==> src/pkg/pfp_defines.svh <==
/*
 constants of the pulse fuse programming block: register offsets, field layout, codes, timing.
 assumes a 100 MHz system clock and an Avalon-MM slave with 32-bit data.
*/
// How it works
// - power-up puts controller in initial state
// - intact fuse locations read as zero
// - mid pulses ignored in initial state
// - one high pulse enters parameter selection
// - each mid pulse advances key count, up to three
// - keys one to three select registers
// - high pulse enters addressing for chosen key
// - addressing left only by reset or blow
// - addressed code is temporary until blown
// - high pulse blows addressed bit location
// - gain field six bits, codes 0..63
// - zero-field level six bits, codes 0..63
// - drift trim in low three bits
// - code eight is polarity invert bit
// - code sixteen is lock, freezes all fields
// - code increments per mid pulse, saturates
// - power cycle clears unblown, keeps blown
// - locked device refuses further programming
`ifndef PFP_DEFINES_SVH
`define PFP_DEFINES_SVH
`define PFP_ADDR_W 4
`define PFP_OFS_GAIN 4'h0
`define PFP_OFS_LEVEL 4'h1
`define PFP_OFS_TRIM 4'h2
`define PFP_OFS_STATUS 4'h3
`define PFP_OFS_FUSE_GAIN 4'h4
`define PFP_OFS_FUSE_LEVEL 4'h5
`define PFP_OFS_FUSE_TRIM 4'h6
`define PFP_OFS_ID 4'h7
`define PFP_FIELD_W 6
`define PFP_CODE_MAX 6'h3f
`define PFP_TRIM3_MAX 6'h17
`define PFP_TRIM_LSB 0
`define PFP_TRIM_MSB 2
`define PFP_POL_BIT 3
`define PFP_LOCK_BIT 4
`define PFP_KEY_GAIN 2'h1
`define PFP_KEY_LEVEL 2'h2
`define PFP_KEY_TRIM 2'h3
`define PFP_LVL_LOW 2'h0
`define PFP_LVL_MID 2'h1
`define PFP_LVL_HIGH 2'h2
`define PFP_BLOW_US 30
`define PFP_CLK_MHZ 100
`define PFP_BLOW_CYC (`PFP_BLOW_US * `PFP_CLK_MHZ)
`define PFP_RDATA_ZERO 32'h0000_0000
`endif

==> src/pkg/pfp_pkg.sv <==
/*
 types of the pulse fuse programming block.
 assumes nothing beyond the defines header.
*/
package pfp_pkg;
   typedef enum logic [3:0] {
      PFP_ST_INIT = 4'h1,
      PFP_ST_SELECT = 4'h2,
      PFP_ST_ADDR = 4'h4,
      PFP_ST_BLOWN = 4'h8
   } pfp_state_t;
   typedef logic [1:0] pfp_level_t;
endpackage

==> src/pfp_fuse_fsm.sv <==
/*
 programming controller of a one-time-programmable sensor with an Avalon-MM view.
 assumes the pin level is classified outside and arrives synchronous to sys_clk; reset_n is power-up.
*/
// Chosen here: the placing of the registers and the Avalon-MM interface to the registers.
`timescale 1ns/100ps
`default_nettype none
`include "pfp_defines.svh"
module pfp_fuse_fsm #(
   parameter int BLOW_CYCLES = `PFP_BLOW_CYC,
   parameter logic [31:0] ID_VALUE = 32'h0000_5a01
) (
   input wire logic sys_clk,
   input wire logic reset_n,
   input wire pfp_pkg::pfp_level_t pin_level,
   input wire logic [`PFP_FIELD_W-1:0] fuse_gain_in,
   input wire logic [`PFP_FIELD_W-1:0] fuse_level_in,
   input wire logic [`PFP_FIELD_W-1:0] fuse_trim_in,
   output logic [`PFP_FIELD_W-1:0] gain_code,
   output logic [`PFP_FIELD_W-1:0] zero_field_output_level,
   output logic [2:0] gain_drift_trim,
   output logic field_direction_invert,
   output logic device_locked,
   output logic fuse_blow_en,
   output logic [1:0] fuse_blow_reg,
   output logic [`PFP_FIELD_W-1:0] fuse_blow_mask,
   input wire logic [`PFP_ADDR_W-1:0] avs_address,
   input wire logic avs_read,
   input wire logic avs_write,
   input wire logic [31:0] avs_writedata,
   output logic [31:0] avs_readdata,
   output logic avs_waitrequest
);
   import pfp_pkg::*;

   // the blow counter is sixteen bits wide, so longer blow times cannot be served
   if (BLOW_CYCLES < 1 || BLOW_CYCLES > 65535) begin : g_bad_blow_cycles
      $error("BLOW_CYCLES out of range");
   end

   logic rst_s1_q, rst_n_q;
   pfp_state_t state_q;
   pfp_level_t peak_q;
   logic mid_ev, high_ev;
   logic [1:0] key_q;
   logic [`PFP_FIELD_W-1:0] code_q, code_max;
   logic [`PFP_FIELD_W-1:0] blown_gain_q, blown_level_q, blown_trim_q;
   logic strap_done_q;
   logic [15:0] blow_cnt_q;
   logic [1:0] blow_reg_q;
   logic [`PFP_FIELD_W-1:0] blow_mask_q;
   logic blowing_q;
   logic [`PFP_FIELD_W-1:0] eff_gain, eff_level, eff_trim;
   logic [31:0] rdata_q;
   logic ack_q;
   logic locked;

   // reset released through two flops
   always_ff @(posedge sys_clk or negedge reset_n) begin
      if (!reset_n) begin
         rst_s1_q <= 1'b0;
         rst_n_q <= 1'b0;
      end else begin
         rst_s1_q <= 1'b1;
         rst_n_q <= rst_s1_q;
      end
   end

   // a pulse counts once the pin falls back to low, taking the highest level seen
   always_ff @(posedge sys_clk or negedge rst_n_q) begin
      if (!rst_n_q) begin
         peak_q <= `PFP_LVL_LOW;
      end else if (pin_level == `PFP_LVL_LOW) begin
         peak_q <= `PFP_LVL_LOW;
      end else if (pin_level == `PFP_LVL_HIGH || peak_q == `PFP_LVL_LOW) begin
         peak_q <= pin_level;
      end
   end
   assign mid_ev = (pin_level == `PFP_LVL_LOW) && (peak_q == `PFP_LVL_MID);
   assign high_ev = (pin_level == `PFP_LVL_LOW) && (peak_q == `PFP_LVL_HIGH);

   // blown bits are caught after release; the fuse array holds them through power cycles
   always_ff @(posedge sys_clk or negedge rst_n_q) begin
      if (!rst_n_q) begin
         blown_gain_q <= '0;
         blown_level_q <= '0;
         blown_trim_q <= '0;
         strap_done_q <= 1'b0;
      end else if (!strap_done_q) begin
         blown_gain_q <= fuse_gain_in;
         blown_level_q <= fuse_level_in;
         blown_trim_q <= fuse_trim_in;
         strap_done_q <= 1'b1;
      end else if (blowing_q && blow_cnt_q == 16'h0001) begin
         case (blow_reg_q)
            `PFP_KEY_GAIN: blown_gain_q <= blown_gain_q | blow_mask_q;
            `PFP_KEY_LEVEL: blown_level_q <= blown_level_q | blow_mask_q;
            `PFP_KEY_TRIM: blown_trim_q <= blown_trim_q | blow_mask_q;
            default: blown_gain_q <= blown_gain_q;
         endcase
      end
   end

   assign locked = blown_trim_q[`PFP_LOCK_BIT];

   always_comb begin
      case (key_q)
         `PFP_KEY_TRIM: code_max = `PFP_TRIM3_MAX;
         default: code_max = `PFP_CODE_MAX;
      endcase
   end

   // programming controller; only reset leaves the blown state, so a power cycle is expected
   always_ff @(posedge sys_clk or negedge rst_n_q) begin
      if (!rst_n_q) begin
         state_q <= PFP_ST_INIT;
         key_q <= 2'h0;
         code_q <= '0;
      end else if (strap_done_q && !locked) begin
         case (state_q)
            PFP_ST_INIT: begin
               if (high_ev) state_q <= PFP_ST_SELECT; // mid pulses ignored
            end
            PFP_ST_SELECT: begin
               if (mid_ev && key_q != `PFP_KEY_TRIM) key_q <= key_q + 2'h1;
               if (high_ev && key_q != 2'h0) state_q <= PFP_ST_ADDR;
            end
            PFP_ST_ADDR: begin
               if (mid_ev && code_q != code_max) code_q <= code_q + 6'h01;
               if (high_ev) state_q <= PFP_ST_BLOWN;
            end
            PFP_ST_BLOWN: state_q <= PFP_ST_BLOWN;
            default: state_q <= PFP_ST_INIT;
         endcase
      end
   end

   // blow strobe held for the blow time; the addressed code is blown as is
   always_ff @(posedge sys_clk or negedge rst_n_q) begin
      if (!rst_n_q) begin
         blowing_q <= 1'b0;
         blow_cnt_q <= 16'h0000;
         blow_reg_q <= 2'h0;
         blow_mask_q <= '0;
      end else if (state_q == PFP_ST_ADDR && high_ev && !locked && strap_done_q) begin
         blowing_q <= 1'b1;
         blow_cnt_q <= 16'(BLOW_CYCLES);
         blow_reg_q <= key_q;
         blow_mask_q <= code_q;
      end else if (blowing_q) begin
         blow_cnt_q <= blow_cnt_q - 16'h0001;
         if (blow_cnt_q == 16'h0001) blowing_q <= 1'b0;
      end
   end

   // try value overlays blown bits only while addressing that register
   always_comb begin
      eff_gain = blown_gain_q;
      eff_level = blown_level_q;
      eff_trim = blown_trim_q;
      if (state_q == PFP_ST_ADDR) begin
         case (key_q)
            `PFP_KEY_GAIN: eff_gain = blown_gain_q | code_q;
            `PFP_KEY_LEVEL: eff_level = blown_level_q | code_q;
            `PFP_KEY_TRIM: eff_trim = blown_trim_q | code_q;
            default: eff_gain = blown_gain_q;
         endcase
      end
   end

   always_ff @(posedge sys_clk or negedge rst_n_q) begin
      if (!rst_n_q) begin
         gain_code <= '0;
         zero_field_output_level <= '0;
         gain_drift_trim <= 3'h0;
         field_direction_invert <= 1'b0;
         device_locked <= 1'b0;
         fuse_blow_en <= 1'b0;
         fuse_blow_reg <= 2'h0;
         fuse_blow_mask <= '0;
      end else begin
         gain_code <= eff_gain;
         zero_field_output_level <= eff_level;
         gain_drift_trim <= eff_trim[`PFP_TRIM_MSB:`PFP_TRIM_LSB];
         field_direction_invert <= eff_trim[`PFP_POL_BIT];
         device_locked <= locked;
         fuse_blow_en <= blowing_q;
         fuse_blow_reg <= blow_reg_q;
         fuse_blow_mask <= blow_mask_q;
      end
   end

   // avalon slave: read data one cycle after request, writes ignored (no writable state)
   assign avs_waitrequest = (avs_read || avs_write) && !ack_q;

   always_ff @(posedge sys_clk or negedge rst_n_q) begin
      if (!rst_n_q) begin
         ack_q <= 1'b0;
         rdata_q <= `PFP_RDATA_ZERO;
      end else begin
         ack_q <= (avs_read || avs_write) && !ack_q;
         if (avs_read && !ack_q) begin
            case (avs_address)
               `PFP_OFS_GAIN: rdata_q <= {26'h0, eff_gain};
               `PFP_OFS_LEVEL: rdata_q <= {26'h0, eff_level};
               `PFP_OFS_TRIM: rdata_q <= {26'h0, eff_trim};
               `PFP_OFS_STATUS: rdata_q <= {17'h0, code_q, key_q, 1'b0, locked,
                  blowing_q, state_q};
               `PFP_OFS_FUSE_GAIN: rdata_q <= {26'h0, blown_gain_q};
               `PFP_OFS_FUSE_LEVEL: rdata_q <= {26'h0, blown_level_q};
               `PFP_OFS_FUSE_TRIM: rdata_q <= {26'h0, blown_trim_q};
               `PFP_OFS_ID: rdata_q <= ID_VALUE; // arbitrary value
               default: rdata_q <= `PFP_RDATA_ZERO;
            endcase
         end
      end
   end
   assign avs_readdata = rdata_q;

endmodule // pfp_fuse_fsm
`default_nettype wire

==> config.mk <==
export PLATFORM = sky130hd
export DESIGN_NAME = pfp_fuse_fsm
export DESIGN_NICKNAME = d
export VERILOG_FILES = /design/src/pkg/pfp_pkg.sv /design/src/pfp_fuse_fsm.sv
export VERILOG_INCLUDE_DIRS = /design/src /design/src/pkg
export SDC_FILE = /design/constraint.sdc
export NUM_CORES = 1
export LEC_CHECK = 0
export ABC_AREA = 1
export ABC_CLOCK_PERIOD_IN_PS = 3570
export BUFFER_PORTS_ARGS = -buffer_cell sky130_fd_sc_hd__clkbuf_2
export CELL_PAD_IN_SITES_DETAIL_PLACEMENT = 1
export CELL_PAD_IN_SITES_GLOBAL_PLACEMENT = 2
export CORE_MARGIN = 3
export CORE_UTILIZATION = 31
export DETAILED_ROUTE_END_ITERATION = 7
export PLACE_DENSITY_LB_ADDON = 0.25
export SYNTH_ARGS = -nofsm -noshare
export SYNTH_HDL_FRONTEND = slang
export SYNTH_SLANG_ARGS = --single-unit
==> constraint.sdc <==
create_clock -name sys_clk -period 3.57 [get_ports sys_clk]
set_clock_uncertainty 0.2 [all_clocks]
set_input_delay 0.714 -clock sys_clk [delete_from_list [all_inputs] [get_ports sys_clk]]
set_output_delay 0.714 -clock sys_clk [all_outputs]
set_load 0.005 [all_outputs]
==> flow_summary_export.csv <==
group,metric,value,unit
die,io_pins,119,
placed_design,io_buffers,68,
yosys,yosysTopAreaCell,"dfrtp_1",
detailed_routing,remaining_drc_errors,0,
die,die_w,135,um
grt,overflow,0,
sta,max_freq,0.415,GHz
layout,regArea,0.00253,mm^2
yosys,synth.area.top_cells,"dfrtp_1 48%, nand2_1 16%, nand3_1 5.7%",
detailed_routing,routed_wl,15.9,mm
sta,setup_violations,0,
hold_path,whs_endpoint,"rst_n_q",
detailed_routing,vias_per_cell,4.76,
worst_setup_path,cp-start-kind,"flip-flop",
sta,setup_tns,0,ps
worst_setup_path,crit_type,"reg -> reg",
clock_tree,htree_levels,3,
clock_tree,cts_tree,"done",
clock_tree,hold_buffers,1,
clock_tree,clock-sinks,101,
worst_setup_path,reg2reg_slack,1160,ps
layout,regMostFlops,"blow_cnt_q",
worst_setup_path,path_max_fanout,20,
die,coreArea,0.0161,mm^2
detailed_routing,drt_first_pass_iters,4,
hold_path,holdPathStages,0,
yosys,netlist_area,0.00519,mm^2
layout,multi_input_area,0.00225,mm^2
worst_setup_path,r2r_cells,8,
yosys,synth_seq_area_share,48.7,%
placed_design,place_congestion,0.840,
sta,period_needed,2410,ps
yosys,synth.distinct_cells,39,
die,dieHeight,135,um
yosys,synth.top_cell.area_share,48.2,%
sta,slew_viol_final,0,
layout,largest_reg_flops,16,
detailed_routing,ant_nets,0,
layout,drive_above_1_share,15.3,%
worst_setup_path,r2r-end,"blown_trim_q[4]",
power_and_ir_drop,leakagePower,3.09,nW
yosys,synth_area_per_cell,7.96,um^2
grt,grt_pass1_wl,25.9,mm
clock_tree,cts_resized,0,
hold_path,hold_class,"reg -> reg",
sta,hold_viol_final,0,
hold_path,hp-start,"rst_s1_q",
clock_tree,cts.path.max_buffers,2,
die,initial_core_util,32.2,%
clock_tree,cts_made_buffers,9,
detailed_routing,routedWlPerCell,16.9,um
die,placementRows,46,
clock_tree,clk_pin_slew,70,ps
yosys,ys_async_sr_fraction,100,%
sta,maxSlewHeadroom,40.9,%
grt,grt_use_total,18.3,%
layout,n_fill_cell,1990,
sta,fin_hold_ws,156,ps
clock_tree,clk_latency,360,ps
flow_run,cap_violations,0,
sta,rsz0062_at_grt,"false",
layout,syn_to_final_growth,14.9,%
power_and_ir_drop,ir_worst_vdd,0.000241,V
detailed_routing,drt_iter0_drc,156,
sta,period_share,67.5,%
yosys,synth_edf_count,0,
grt,grt_pass1_vias,4738,
worst_setup_path,end_kind,"flip-flop",
die,dieArea,0.0183,mm^2
power_and_ir_drop,power.density,557,mW/mm^2
yosys,synth_ff_type,"dfrtp_1",
worst_setup_path,cp.required,3620,ps
grt,antenna_found_initial,0,
clock_tree,clockRootBuffer,"clkbuf_16",
worst_setup_path,cp.arrival,2460,ps
clock_tree,postCtsSetupBuffers,0,
yosys,synth_warnings,0,
yosys,synth_cells,653,
run_status,status,"complete, no violations",
placed_design,hpwlAfterDp,12.0,mm
sta,tightest_slew,885,ps
worst_setup_path,regToRegStartpoint,"blow_cnt_q[6]",
yosys,ys_ff_latch,101,
grt,grt_max_degree,52,
detailed_routing,vias,4482,
layout,nets,789,
layout,antennaDiodeCount,0,
## per-layer routing
| metal | global-route usage, % | vias up | part of all wire (%) |
|---|---|---|---|
| li1 | - | 2187 | - |
| met1 | 24.1 | 2232 | 46 |
| met2 | 31.0 | 50 | 51 |
| met3 | 2.56 | 13 | 2.1 |
| met4 | 5.94 | 0 | 1.5 |
| met5 | 0 | - | 0 |
## logic make-up (layout without fill, tap and decap cells)
logic type | count (synthesis) | in the layout | synth area share, %
other cells | 2 | 20 | 0.145
simple gates | 357 | 357 | 30.1
flops | 101 | 101 | 48.7
fa+ha+maj | 8 | 8 | 1.93
compound gates | 79 | 79 | 8.57
xor+xnor | 7 | 7 | 1.18
buf+inv | 99 | 154 | 9.37
## metrics by stage
stage / power, mW / std cells / setup WS, ps / util (%) / area (um^2)
after global routing: 3.56 / 942 / 978 / 37.0 / 5970
after detailed placement: 2.39 / 925 / 1030 / 35.2 / 5680
after global placement: 2.36 / 925 / 1060 / 35.2 / 5680
final: 3.32 / 942 / 1160 / 37.0 / 5970
after floorplan: 2.07 / 671 / 350 / - / 5260
after CTS: 3.38 / 942 / 1200 / 37.0 / 5970
## worst max path at each step
stage	end	start	cells past startpoint
2_1_floorplan	ack_q	rst_n_q	0
3_5_place_dp	blow_cnt_q[1]	pin_level[1]	8
6_report	blown_trim_q[4]	blow_cnt_q[6]	8
4_1_cts	blown_trim_q[4]	blow_cnt_q[6]	8
5_1_grt	blown_trim_q[4]	blow_cnt_q[6]	8
3_3_place_gp	blow_cnt_q[1]	pin_level[1]	8
## worst max-delay path: stages, from the launching register on
cell and delay, ps:
dfrtp_1 410, nor2_1 300, nand2_2 120, nor2_1 100, nand3_1 110, nand2_1 680, nand2_4 180, nand2_1 130
o21ai_2 50
## power by group
group / leakage (nW) / switching [mW] / internal [mW]
clock: 0.138 / 0.480 / 0.485
sequential: 1.27 / 0.223 / 1.36
combinational: 1.68 / 0.499 / 0.279
total: 3.09 / 1.20 / 2.12
## Yosys cell counts (all sizes together), types with 2 or more instances
cell    count
a21oi       6
buf        32
clkbuf      2
conb        2
dfrtp     100
ha          8
inv        64
nand2     224
nand3      59
nand3b     11
nand4       9
nor2       43
nor3        6
nor4        2
o211ai      3
o21ai      58
o21bai      5
o31ai       4
or2         2
xor2        6
## area by class of cell
cell class              count  share of cell area (%)
clock buffers               9                    3.77
clock inverters             7                   0.985
inverters                  65                    4.09
multi-input cells         471                    37.6
flip-flops and latches    101                    42.4
well taps                 216                    4.53
repair buffers             73                    6.58
## layout by cell type (no fill, tap or decap), types with 8 or more instances in the layout
master | netlist | routed
clkbuf_16 | 0 | 9
clkbuf_2 | 0 | 68
conb_1 | 2 | 20
dfrtp_1 | 100 | 99
ha_1 | 8 | 8
inv_1 | 62 | 62
nand2_1 | 218 | 218
nand3_1 | 59 | 59
nand3b_1 | 11 | 11
nand4_1 | 9 | 9
nor2_1 | 36 | 36
o21ai_0 | 48 | 48
o21ai_1 | 9 | 9
(Power assumes the default switching activity.)
